[src/hpmg_pkg.sv]
// Package for the expansion header pin mux: constants, pin map, carrier and state types.
// Assumes a single 250 MHz clock; counts of cycles are derived here from the rates.
package hpmg_pkg;

    // ==========================================================
    // Rates and derived counts
    localparam int CLK_HZ       = 250_000_000;
    localparam int PWM_HZ       = 100;
    localparam int PWM_STEPS    = 100;
    localparam int POLL_HZ      = 50;
    localparam int ADC_HZ       = 11_000;
    localparam int PWM_STEP_CYC = CLK_HZ / (PWM_HZ * PWM_STEPS);
    localparam int POLL_CYC     = CLK_HZ / POLL_HZ;
    localparam int ADC_CYC      = CLK_HZ / ADC_HZ;

    // ==========================================================
    // Widths and field values
    localparam int NPIN  = 13;
    localparam int CW    = 23;
    localparam int ADC_W = 12;
    localparam int SUM_W = 32;
    localparam int CNT_W = 20;
    localparam int NUM_W = ADC_W + 4 + CNT_W;
    localparam int QUO_W = 16;
    localparam logic [6:0]       DUTY_FULL = 7'h64;
    localparam logic [6:0]       PH_LAST   = 7'h63;
    localparam logic [5:0]       DIV_LAST  = 6'h23;
    localparam logic [3:0]       AVG_PAD   = 4'h0;
    localparam logic [ADC_W-1:0] MIN_INIT  = 12'hfff;

    // ==========================================================
    // Pin map (index = header pin - 1)
    localparam int P_ADC0     = 4;
    localparam int P_PWR_CTL  = 8;
    localparam int P_RESTART  = 9;
    localparam int P_PWR_SNS  = 11;
    localparam logic [NPIN-1:0] SER_MASK = 13'h0003;
    localparam logic [NPIN-1:0] I2C_MASK = 13'h100c;
    localparam logic [NPIN-1:0] SPI_MASK = 13'h0bc0;
    localparam logic [NPIN-1:0] ADC_MASK = 13'h0030;
    localparam logic [NPIN-1:0] ATX_MASK = 13'h0300;

    // ==========================================================
    // Values after reset
    localparam logic SER_EN_RST = 1'h1;
    localparam logic I2C_EN_RST = 1'h0;
    localparam logic SPI_EN_RST = 1'h0;
    localparam logic ATX_EN_RST = 1'h1;

    typedef enum logic [2:0] {
        DRV_HIZ         = 3'b000,
        DRV_PULL_UP     = 3'b001,
        DRV_PULL_DOWN   = 3'b010,
        DRV_STRONG_UP   = 3'b011,
        DRV_STRONG_DOWN = 3'b100,
        DRV_STRONG      = 3'b101
    } hpmg_drv_t;
    localparam hpmg_drv_t DRV_RST = DRV_HIZ;

    typedef enum logic [2:0] {
        ROLE_IDLE = 3'b000,
        ROLE_GPIO = 3'b001,
        ROLE_COMM = 3'b010,
        ROLE_ADC  = 3'b011,
        ROLE_ATX  = 3'b100
    } hpmg_role_t;

    // ==========================================================
    // Carriers
    typedef struct packed {
        logic       we;
        logic [3:0] pin;
        logic       gpio_en;
        logic       out_en;
        logic [6:0] duty;
        hpmg_drv_t  drv;
    } hpmg_cfg_t;

    typedef struct packed {
        logic we;
        logic ser_en;
        logic i2c_en;
        logic spi_en;
        logic atx_en;
    } hpmg_ifc_t;

    typedef struct packed {
        logic             valid;
        logic             ch;
        logic [ADC_W-1:0] code;
    } hpmg_smp_t;

    typedef struct packed {
        logic             valid;
        logic             ch;
        logic [QUO_W-1:0] avg16;
        logic [ADC_W-1:0] min;
        logic [ADC_W-1:0] max;
    } hpmg_ans_t;

    typedef struct packed {
        logic [NPIN-1:0]             gpio_en;
        logic [NPIN-1:0]             out_en;
        logic [NPIN-1:0][6:0]        duty;
        hpmg_drv_t [NPIN-1:0]        drv;
        logic                        ser_en;
        logic                        i2c_en;
        logic                        spi_en;
        logic                        atx_en;
        logic [CW-1:0]               pwm_pre;
        logic [CW-1:0]               poll_cnt;
        logic [CW-1:0]               adc_cnt;
        logic [6:0]                  pwm_ph;
        logic                        adc_start;
        logic [NPIN-1:0]             level;
        logic [NPIN-1:0]             pin_out;
        logic [NPIN-1:0]             pin_oe;
        logic [NPIN-1:0]             pad_pu;
        logic [NPIN-1:0]             pad_pd;
        logic [NPIN-1:0]             comm_in;
        logic                        power_sense;
        logic [1:0][SUM_W-1:0]       sum;
        logic [1:0][CNT_W-1:0]       cnt;
        logic [1:0][ADC_W-1:0]       mn;
        logic [1:0][ADC_W-1:0]       mx;
        logic                        busy;
        logic [5:0]                  itr;
        logic [NUM_W-1:0]            num;
        logic [CNT_W-1:0]            den;
        logic [CNT_W:0]              rem;
        logic [QUO_W-1:0]            quo;
        hpmg_ans_t                   ans;
    } hpmg_state_t;

endpackage

[src/hpmg_top.sv]
// Expansion header pin mux with GPIO, PWM, 50 Hz input polling and ADC statistics.
// Protocol cores, ATX sequencer and ADC converter sit outside; pads resolve oe/pull.
//
// Operation
// - Thirteen header pins configure independently as GPIO or their special function.
// - Pins not claimed by an enabled interface may be GPIO input or output.
// - GPIO output drives constant high, constant low, or 100 Hz PWM.
// - GPIO inputs sampled at 50 Hz; last sample is reported.
// - GPIO drive mode: strong up, strong down, pull-up, pull-down, high impedance.
// - Pull-up input with switch to ground reads 1 open, 0 closed.
// - Enabled communication interface overrides GPIO configuration of its pins.
// - Serial on pins one and two enabled after reset; host must disable it.
// - Pins five and six default to analog inputs sampled at 11 kHz.
// - Average of samples since last read is reported times 16.
// - Minimum and maximum since last read are reported with the average.
// - Samples are 12-bit codes; average carries four extra fraction bits.
// - SPI enabled: pin twelve is data-ready, pins seven to ten carry SPI.
// - I2C enabled: pin thirteen is data-ready, pins three and four carry I2C.
`timescale 1ns/100ps
`default_nettype none

module hpmg_top #(
    parameter int PWM_CYC = hpmg_pkg::PWM_STEP_CYC,
    parameter int POL_CYC = hpmg_pkg::POLL_CYC,
    parameter int SMP_CYC = hpmg_pkg::ADC_CYC
) (
    // Clock and reset
    input  wire logic                        clk,
    input  wire logic                        rst,
    // Host commands
    input  wire hpmg_pkg::hpmg_cfg_t         cfg,
    input  wire hpmg_pkg::hpmg_ifc_t         ifc,
    input  wire logic                        adc_rd,
    input  wire logic                        adc_rd_ch,
    output logic [hpmg_pkg::NPIN-1:0]        gpio_level,
    output hpmg_pkg::hpmg_ans_t              adc_ans,
    // Header pads
    input  wire logic [hpmg_pkg::NPIN-1:0]   pin_in,
    output logic [hpmg_pkg::NPIN-1:0]        pin_out,
    output logic [hpmg_pkg::NPIN-1:0]        pin_oe,
    output logic [hpmg_pkg::NPIN-1:0]        pad_pu,
    output logic [hpmg_pkg::NPIN-1:0]        pad_pd,
    // Protocol cores
    input  wire logic [hpmg_pkg::NPIN-1:0]   comm_out,
    input  wire logic [hpmg_pkg::NPIN-1:0]   comm_oe,
    output logic [hpmg_pkg::NPIN-1:0]        comm_in,
    // ATX sequencer
    input  wire logic                        host_power_switch_drive_out,
    input  wire logic                        host_power_switch_drive_oe,
    input  wire logic                        host_restart_drive_out,
    input  wire logic                        host_restart_drive_oe,
    output logic                             power_sense,
    // Converter
    output logic                             adc_start,
    input  wire hpmg_pkg::hpmg_smp_t         adc_smp
);
    import hpmg_pkg::*;

    hpmg_state_t s_r;
    hpmg_state_t s_nxt;

    function automatic hpmg_role_t pin_role(input int i, input hpmg_state_t s);
        if ((s.ser_en && SER_MASK[i]) || (s.i2c_en && I2C_MASK[i]) ||
            (s.spi_en && SPI_MASK[i]))
            return ROLE_COMM;
        if (s.gpio_en[i])
            return ROLE_GPIO;
        if (ADC_MASK[i])
            return ROLE_ADC;
        if (s.atx_en && ATX_MASK[i])
            return ROLE_ATX;
        return ROLE_IDLE;
    endfunction

    // ==========================================================
    // Next state
    always_comb begin
        hpmg_state_t n;
        hpmg_role_t  role;
        logic        lvl;
        logic        pwm_tick;
        logic        poll_tick;
        logic [CNT_W:0] rem_t;
        int          c;
        n = s_r;
        role = ROLE_IDLE;
        lvl = 1'b0;
        rem_t = '0;
        c = 0;
        n.ans.valid = 1'b0;
        n.adc_start = 1'b0;
        pwm_tick = (s_r.pwm_pre == '0);
        poll_tick = (s_r.poll_cnt == '0);
        // Host configuration
        if (cfg.we && (int'(cfg.pin) < NPIN)) begin
            n.gpio_en[cfg.pin] = cfg.gpio_en;
            n.out_en[cfg.pin] = cfg.out_en;
            n.duty[cfg.pin] = (cfg.duty > DUTY_FULL) ? DUTY_FULL : cfg.duty;
            n.drv[cfg.pin] = cfg.drv;
        end
        if (ifc.we) begin
            n.ser_en = ifc.ser_en;
            n.i2c_en = ifc.i2c_en;
            n.spi_en = ifc.spi_en;
            n.atx_en = ifc.atx_en;
        end
        // Timebases
        n.pwm_pre = pwm_tick ? CW'(PWM_CYC - 1) : s_r.pwm_pre - CW'(1);
        if (pwm_tick)
            n.pwm_ph = (s_r.pwm_ph == PH_LAST) ? '0 : s_r.pwm_ph + 7'h01;
        n.poll_cnt = poll_tick ? CW'(POL_CYC - 1) : s_r.poll_cnt - CW'(1);
        if (s_r.adc_cnt == '0) begin
            n.adc_cnt = CW'(SMP_CYC - 1);
            n.adc_start = (pin_role(P_ADC0, s_r) == ROLE_ADC) ||
                          (pin_role(P_ADC0 + 1, s_r) == ROLE_ADC);
        end else begin
            n.adc_cnt = s_r.adc_cnt - CW'(1);
        end
        // Pad drive per pin
        for (int i = 0; i < NPIN; i++) begin
            role = pin_role(i, s_r);
            lvl = (s_r.duty[i] > s_r.pwm_ph);
            n.pin_out[i] = 1'b0;
            n.pin_oe[i] = 1'b0;
            n.pad_pu[i] = 1'b0;
            n.pad_pd[i] = 1'b0;
            unique case (role)
                ROLE_COMM: begin
                    n.pin_out[i] = comm_out[i];
                    n.pin_oe[i] = comm_oe[i];
                end
                ROLE_ATX: begin
                    n.pin_out[i] = (i == P_PWR_CTL) ? host_power_switch_drive_out
                                                    : host_restart_drive_out;
                    n.pin_oe[i] = (i == P_PWR_CTL) ? host_power_switch_drive_oe
                                                   : host_restart_drive_oe;
                end
                ROLE_GPIO: begin
                    n.pad_pu[i] = (s_r.drv[i] == DRV_PULL_UP);
                    n.pad_pd[i] = (s_r.drv[i] == DRV_PULL_DOWN);
                    if (s_r.out_en[i]) begin
                        n.pin_out[i] = lvl;
                        n.pin_oe[i] = (s_r.drv[i] == DRV_STRONG) ||
                                      (s_r.drv[i] == DRV_STRONG_UP && lvl) ||
                                      (s_r.drv[i] == DRV_STRONG_DOWN && !lvl);
                    end else if (poll_tick) begin
                        n.level[i] = pin_in[i];
                    end
                end
                ROLE_ADC, ROLE_IDLE: begin
                end
            endcase
        end
        n.comm_in = pin_in;
        n.power_sense = pin_in[P_PWR_SNS];
        // Analog query: snapshot and clear, then accumulate
        if (adc_rd && !s_r.busy) begin
            c = int'(adc_rd_ch);
            n.busy = 1'b1;
            n.itr = '0;
            n.num = NUM_W'({s_r.sum[c], AVG_PAD});
            n.den = s_r.cnt[c];
            n.rem = '0;
            n.quo = '0;
            n.ans.ch = adc_rd_ch;
            n.ans.min = (s_r.cnt[c] == '0) ? '0 : s_r.mn[c];
            n.ans.max = s_r.mx[c];
            n.sum[c] = '0;
            n.cnt[c] = '0;
            n.mn[c] = MIN_INIT;
            n.mx[c] = '0;
        end
        c = int'(adc_smp.ch);
        if (adc_smp.valid && pin_role(P_ADC0 + c, s_r) == ROLE_ADC &&
            n.cnt[c] != '1) begin
            n.sum[c] = n.sum[c] + SUM_W'(adc_smp.code);
            n.cnt[c] = n.cnt[c] + CNT_W'(1);
            if (adc_smp.code < n.mn[c])
                n.mn[c] = adc_smp.code;
            if (adc_smp.code > n.mx[c])
                n.mx[c] = adc_smp.code;
        end
        // Restoring divider, one quotient bit per cycle
        if (s_r.busy) begin
            rem_t = {s_r.rem[CNT_W-1:0], s_r.num[NUM_W-1]};
            n.num = {s_r.num[NUM_W-2:0], 1'b0};
            if (rem_t >= {1'b0, s_r.den}) begin
                n.rem = rem_t - {1'b0, s_r.den};
                n.quo = {s_r.quo[QUO_W-2:0], 1'b1};
            end else begin
                n.rem = rem_t;
                n.quo = {s_r.quo[QUO_W-2:0], 1'b0};
            end
            n.itr = s_r.itr + 6'h01;
            if (s_r.itr == DIV_LAST) begin
                n.busy = 1'b0;
                n.ans.valid = 1'b1;
                n.ans.avg16 = (s_r.den == '0) ? '0 : n.quo;
            end
        end
        if (rst) begin
            n = '0;
            n.ser_en = SER_EN_RST;
            n.i2c_en = I2C_EN_RST;
            n.spi_en = SPI_EN_RST;
            n.atx_en = ATX_EN_RST;
            for (int i = 0; i < NPIN; i++) begin
                n.drv[i] = DRV_RST;
            end
            n.mn = {2{MIN_INIT}};
        end
        s_nxt = n;
    end

    always_ff @(posedge clk) begin
        s_r <= s_nxt;
    end

    assign gpio_level = s_r.level;
    assign adc_ans = s_r.ans;
    assign pin_out = s_r.pin_out;
    assign pin_oe = s_r.pin_oe;
    assign pad_pu = s_r.pad_pu;
    assign pad_pd = s_r.pad_pd;
    assign comm_in = s_r.comm_in;
    assign power_sense = s_r.power_sense;
    assign adc_start = s_r.adc_start;

    // ==========================================================
    // Checks
    a_serial_priority: assert property (
        @(posedge clk) disable iff (rst)
        s_r.ser_en && !ifc.we |=> pin_oe[1] == $past(comm_oe[1]) && pin_out[1] == $past(comm_out[1]))
        else $error("serial pin not handed to serial core");
    a_serial_default: assert property (
        @(posedge clk) $past(rst) && !rst |-> s_r.ser_en && !s_r.spi_en && !s_r.i2c_en)
        else $error("interface enables wrong after reset");
    a_duty_full: assert property (
        @(posedge clk) disable iff (rst)
        s_r.gpio_en[10] && s_r.out_en[10] && s_r.duty[10] == DUTY_FULL && !cfg.we
        |=> pin_out[10] [*2])
        else $error("full duty did not hold high");
    a_duty_zero: assert property (
        @(posedge clk) disable iff (rst)
        s_r.gpio_en[10] && s_r.out_en[10] && s_r.duty[10] == '0 |=> !pin_out[10])
        else $error("zero duty drove high");
    a_poll_level: assert property (
        @(posedge clk) disable iff (rst)
        !$stable(gpio_level) |-> $past(s_r.poll_cnt) == '0)
        else $error("input level changed off the poll tick");
    a_pull_up_in: assert property (
        @(posedge clk) disable iff (rst)
        pin_role(10, s_r) == ROLE_GPIO && !s_r.out_en[10] && s_r.drv[10] == DRV_PULL_UP
        |=> pad_pu[10] && !pin_oe[10])
        else $error("pull-up input not pulled");
    a_spi_ready: assert property (
        @(posedge clk) disable iff (rst)
        s_r.spi_en && !ifc.we |=> pin_oe[11] == $past(comm_oe[11]))
        else $error("spi data-ready pin not driven by core");
    a_i2c_ready: assert property (
        @(posedge clk) disable iff (rst)
        s_r.i2c_en && !ifc.we |=> pin_oe[12] == $past(comm_oe[12]))
        else $error("i2c data-ready pin not driven by core");
    a_query_clear: assert property (
        @(posedge clk) disable iff (rst)
        adc_rd && !s_r.busy |=> s_r.cnt[$past(adc_rd_ch)] <= CNT_W'(1))
        else $error("statistics not cleared after query");
    a_answer_time: assert property (
        @(posedge clk) disable iff (rst)
        adc_rd && !s_r.busy |-> ##37 adc_ans.valid)
        else $error("average answer not 37 cycles after query");
    a_min_le_max: assert property (
        @(posedge clk) disable iff (rst)
        adc_ans.valid |-> adc_ans.min <= adc_ans.max)
        else $error("reported minimum above maximum");

    // ==========================================================
    // Checks on answer timing, pin hand-over, idle pins and converter start
    a_answer_early: assert property (
        @(posedge clk) disable iff (rst)
        s_r.busy |-> !adc_ans.valid)
        else $error("average answer came early");
    a_comm_copy: assert property (
        @(posedge clk) disable iff (rst)
        !rst |=> comm_in == $past(pin_in))
        else $error("pin levels not passed to cores");
    a_power_sense: assert property (
        @(posedge clk) disable iff (rst)
        !rst |=> power_sense == $past(pin_in[P_PWR_SNS]))
        else $error("power sense not copied");
    a_idle_quiet: assert property (
        @(posedge clk) disable iff (rst)
        pin_role(10, s_r) == ROLE_IDLE |=> !pin_oe[10] && !pad_pu[10] && !pad_pd[10])
        else $error("idle pin driven or pulled");
    a_atx_power: assert property (
        @(posedge clk) disable iff (rst)
        pin_role(P_PWR_CTL, s_r) == ROLE_ATX
        |=> pin_oe[P_PWR_CTL] == $past(host_power_switch_drive_oe))
        else $error("power control pin not handed to sequencer");
    a_atx_restart: assert property (
        @(posedge clk) disable iff (rst)
        pin_role(P_RESTART, s_r) == ROLE_ATX
        |=> pin_oe[P_RESTART] == $past(host_restart_drive_oe))
        else $error("restart pin not handed to sequencer");
    a_adc_start: assert property (
        @(posedge clk) disable iff (rst)
        s_r.adc_cnt == '0 && pin_role(P_ADC0, s_r) == ROLE_ADC |=> adc_start)
        else $error("converter start missing");

endmodule // hpmg_top

`default_nettype wire

[config.mk]
export PLATFORM = sky130hd
export DESIGN_NAME = hpmg_top
export DESIGN_NICKNAME = d
export VERILOG_FILES = /design/src/hpmg_pkg.sv /design/src/hpmg_top.sv
export SDC_FILE = /design/constraint.sdc
export NUM_CORES = 1
export LEC_CHECK = 0
export ABC_AREA = 1
export BUFFER_PORTS_ARGS = -buffer_cell sky130_fd_sc_hd__buf_2
export CORE_UTILIZATION = 40
export CTS_CLUSTER_DIAMETER = 50
export DETAILED_ROUTE_END_ITERATION = 6
export GPL_ROUTABILITY_DRIVEN = 0
export PLACE_DENSITY = 0.57
export SLEW_MARGIN = 10
export SYNTH_ARGS = -nofsm -noshare
export SYNTH_HDL_FRONTEND = slang
export SYNTH_SLANG_ARGS = --single-unit
[constraint.sdc]
create_clock -name clk -period 10.5 [get_ports clk]
set_input_delay 2.1 -clock clk [delete_from_list [all_inputs] [get_ports clk]]
set_output_delay 2.1 -clock clk [all_outputs]
set_load 0.03 [all_outputs]
==> results.md <==
* Status: completed
* Drt total wl at 88,940 µm
* Post-CTS setup buffer count at 0
* Final ANT Viol Nets at 0
* DP HPWL at 57,320 µm
* Reg power frac at 33.0%
* Initial core utilization at 40.62%
* Slew HR at 32.85%
* Post-synthesis cell type count at 50
* Area growth from synthesis to layout at 11.53%
* Cells after synthesis at 4,584
* Share of layout cells above drive strength 1 at 8.934%
* Die height at 283.2 µm
* Post-synth EDFFs at 0
* LEAKAGE at 15.99 nW
* Final core occ at 45.31%
* Combinational share of power at 30.4%
* RSZ-0062 raised after global routing: no
* Fill count at 8,106
* Final period util at 60.68%
* DRC Markers at 0
* Worst-Margin Slew at 1.006 ns
* Post-Layout Cell Count at 5,665
* CTS tree: done
* Grt total ovfl at 0
* Internal at 5.154 mW
* 1st-iter DRT viols at 2,023
* Fin crit period at 6.372 ns
* Top-area cell type share of the netlist area at 38.17%
* Worst-Skew Late Latency at 0.65 ns
* Fin. max-slew vios at 0
* Worst Path Arrival at 6.94 ns
* Class of the most critical setup path: in2reg
* CTS Buffer Depth at 3
* TritonCTS buffer count at 82
* Switch share at 35.97%
* WP data required at 11.07 ns
* Clk root buf: clkbuf_16
* Setup TNS at 0 ns
* FF+latch count, synth at 603
* Worst VDD drop at 139.4 µV
* Synthesized cell area at 31,620 µm²
* Die Wd at 283.2 µm
* Hold Startpoint: s_r[486]
* Final Hold Violating Endpoints at 0
* Critical Path Start Type: input port
* First-pass GRT wire length at 142,900 µm
* Largest family of logic cells by synthesized area: simple AND/OR/NAND/NOR gates
* Aggregate global-route resource usage at 21.65%
* Worst Skew at 0.04184 ns
* Post-Syn Nets at 4,822
* Core area at 77,850 µm²
* Synth Area in Adders at 6.180%
* Post-synthesis compound-gate area fraction at 15.78%
* Number of port buffers at 198
* Post-Synth XOR/XNOR Area at 1.468%
* Post-layout power at 8.048 mW
* H-tree levels at 3
* Hold Path Class: reg2reg
* Vias in the first global route at 26.59k
* Syn Area/Cell at 6.899 µm²
* Sink Count at 603
* Post-synth top flop: dfxtp_1
* Nets at 4,796
* Final worst setup slack at 4.128 ns
* I/O Pins at 205
* Die area at 80,190 µm²
* Setup violations, final at 0
* Post-synthesis mux area share at 0.2216%
* WL/cell at 15.70 µm
* Part of the power in the clock network at 36.5%
* Async SR Flop Fraction at 0%
* Largest net degree at the start of global routing at 104
* Fmax at 156.9 MHz
* DR vias/cell at 5.090
* Sequential share of the synthesized area at 38.17%
* Maxcap violations at 0
* CTS clock-pin slew for the worst setup and hold paths at 0.05 ns
* Setup WS pre-CTS at 3.506 ns
* DR vias at 28.83k
* Most frequent cells in the layout: nand2_1, dfxtp_1, nor2_1
* Placed insts at 5,514
* Commonest non-fill, non-tap cell in the layout: nand2_1
* R2r startpoint: s_r[141]
* P_sw at 2.895 mW
* Power Density at 228.2 nW/µm²
* Pre-Repair DR Iteration Count at 6
* Antenna violations before repair at 3
* Setup crit end kind: flop
* Resized cells post-CTS at 0
* Synth top area cells: dfxtp_1, nand2_1, o21ai_0
* Post-CTS Hold Fix Bufs at 0
* Leading area contributor after synthesis: dfxtp_1
* Max FO, Critical Path at 58
* CP startpoint: adc_rd_ch
* Synth warn at 0
* Row count at 102
* Simple-gate share of the synthesized area at 27.67%
registers in the layout (all words and copies together), names as in the netlist:
name and count:
s_r 482, adc_ans 42, comm_in 13, gpio_level 13
pad_pd 13, pad_pu 13, pin_oe 13, pin_out 13
adc_start 1
worst max-delay path: stages:
cell and delay, ns:
buf_2 0.52, inv_2 0.33, nand3_4 0.53, buf_4 0.68, nand3_1 0.12, o21ai_0 0.12
ha_1 0.23, inv_1 0.07, fa_1 0.40, o21ai_0 0.47, nand2_1 0.12, nand3_1 0.14
nand2_1 0.13, inv_1 0.15, nand3_1 0.18, nor2_1 0.23, nand4_1 0.13, nand2_1 0.09
nand2_1 0.05, nor2_1 0.09
power by group through the flow:
| stage | clock, mW | combinational, mW | sequential, mW |
|---|---|---|---|
| after global routing | 3.10 | 2.79 | 2.69 |
| after CTS | 3.00 | 2.45 | 2.66 |
| after detailed placement | 0 | 2.44 | 2.71 |
| final | 2.94 | 2.45 | 2.66 |
| after floorplan | 0 | 1.91 | 2.66 |
| after global placement | 0 | 2.43 | 2.70 |
logic make-up after synthesis:
family / count (synthesis)
AOI/OAI and AO/OA: 931
xor gates and xnor gates: 53
adders and majority gates: 155
buffers and inverters: 735
DFF: 603
muxes: 7
and+or+nand+nor: 2100
path summary, 6_finish.rpt:
kind                end  slack (ns)  cells past startpoint
max reg2reg    s_r[177]        5.60                     16
max            s_r[290]        4.13                     20
min reg2reg  pad_pu[10]        0.42                      1
min          pad_pu[10]        0.42                      1
cells in the mapped netlist (all sizes together), types with 2 or more instances:
library cell	number
xnor2	27
o2111ai	11
o32ai	2
or2	16
a22oi	37
nor3	54
a22o	9
nand3	286
nand3b	25
clkbuf	148
o22ai	28
a21o	5
ha	153
o211a	3
nand4	67
o21ai	441
and3	4
o211ai	11
a31oi	16
nor3b	7
inv	387
dfxtp	603
nand2	1098
xor2	26
nor4	22
o21a	2
clkinv	8
a211oi	4
fa	2
buf	192
nor2	518
mux2i	7
o21bai	5
a21oi	354
through the flow:
step	instance area, µm²	hold slack (ns)
2_1_floorplan	31620	0.3972
3_3_place_gp	32370	0.4147
3_5_place_dp	32370	0.4100
4_1_cts	35270	0.4195
5_1_grt	35270	0.4264
6_report	35270	0.4203
routing by layer:
layer / share of wire, % / GRT usage, % / vias to the layer above
li1: - / - / 14990
met2: 45 / 34.96 / 563
met3: 4.4 / 2.681 / 115
met5: 0 / 0 / -
met1: 49 / 30.28 / 13170
met4: 2.3 / 5.838 / 0
area by class of cell:
class	count	area (µm²)	share of cell area [%]
Sequential cell	603	12070	34.23
Inverter	395	1493	4.232
Antenna cell	2	5.005	0.01419
Tap cell	1040	1301	3.689
Clock buffer	103	2221	6.297
Clock inverter	46	671.9	1.905
Timing Repair Buffer	230	1240	3.516
Multi-Input combinational cell	3246	16270	46.12
(Power assumes the default switching activity.)
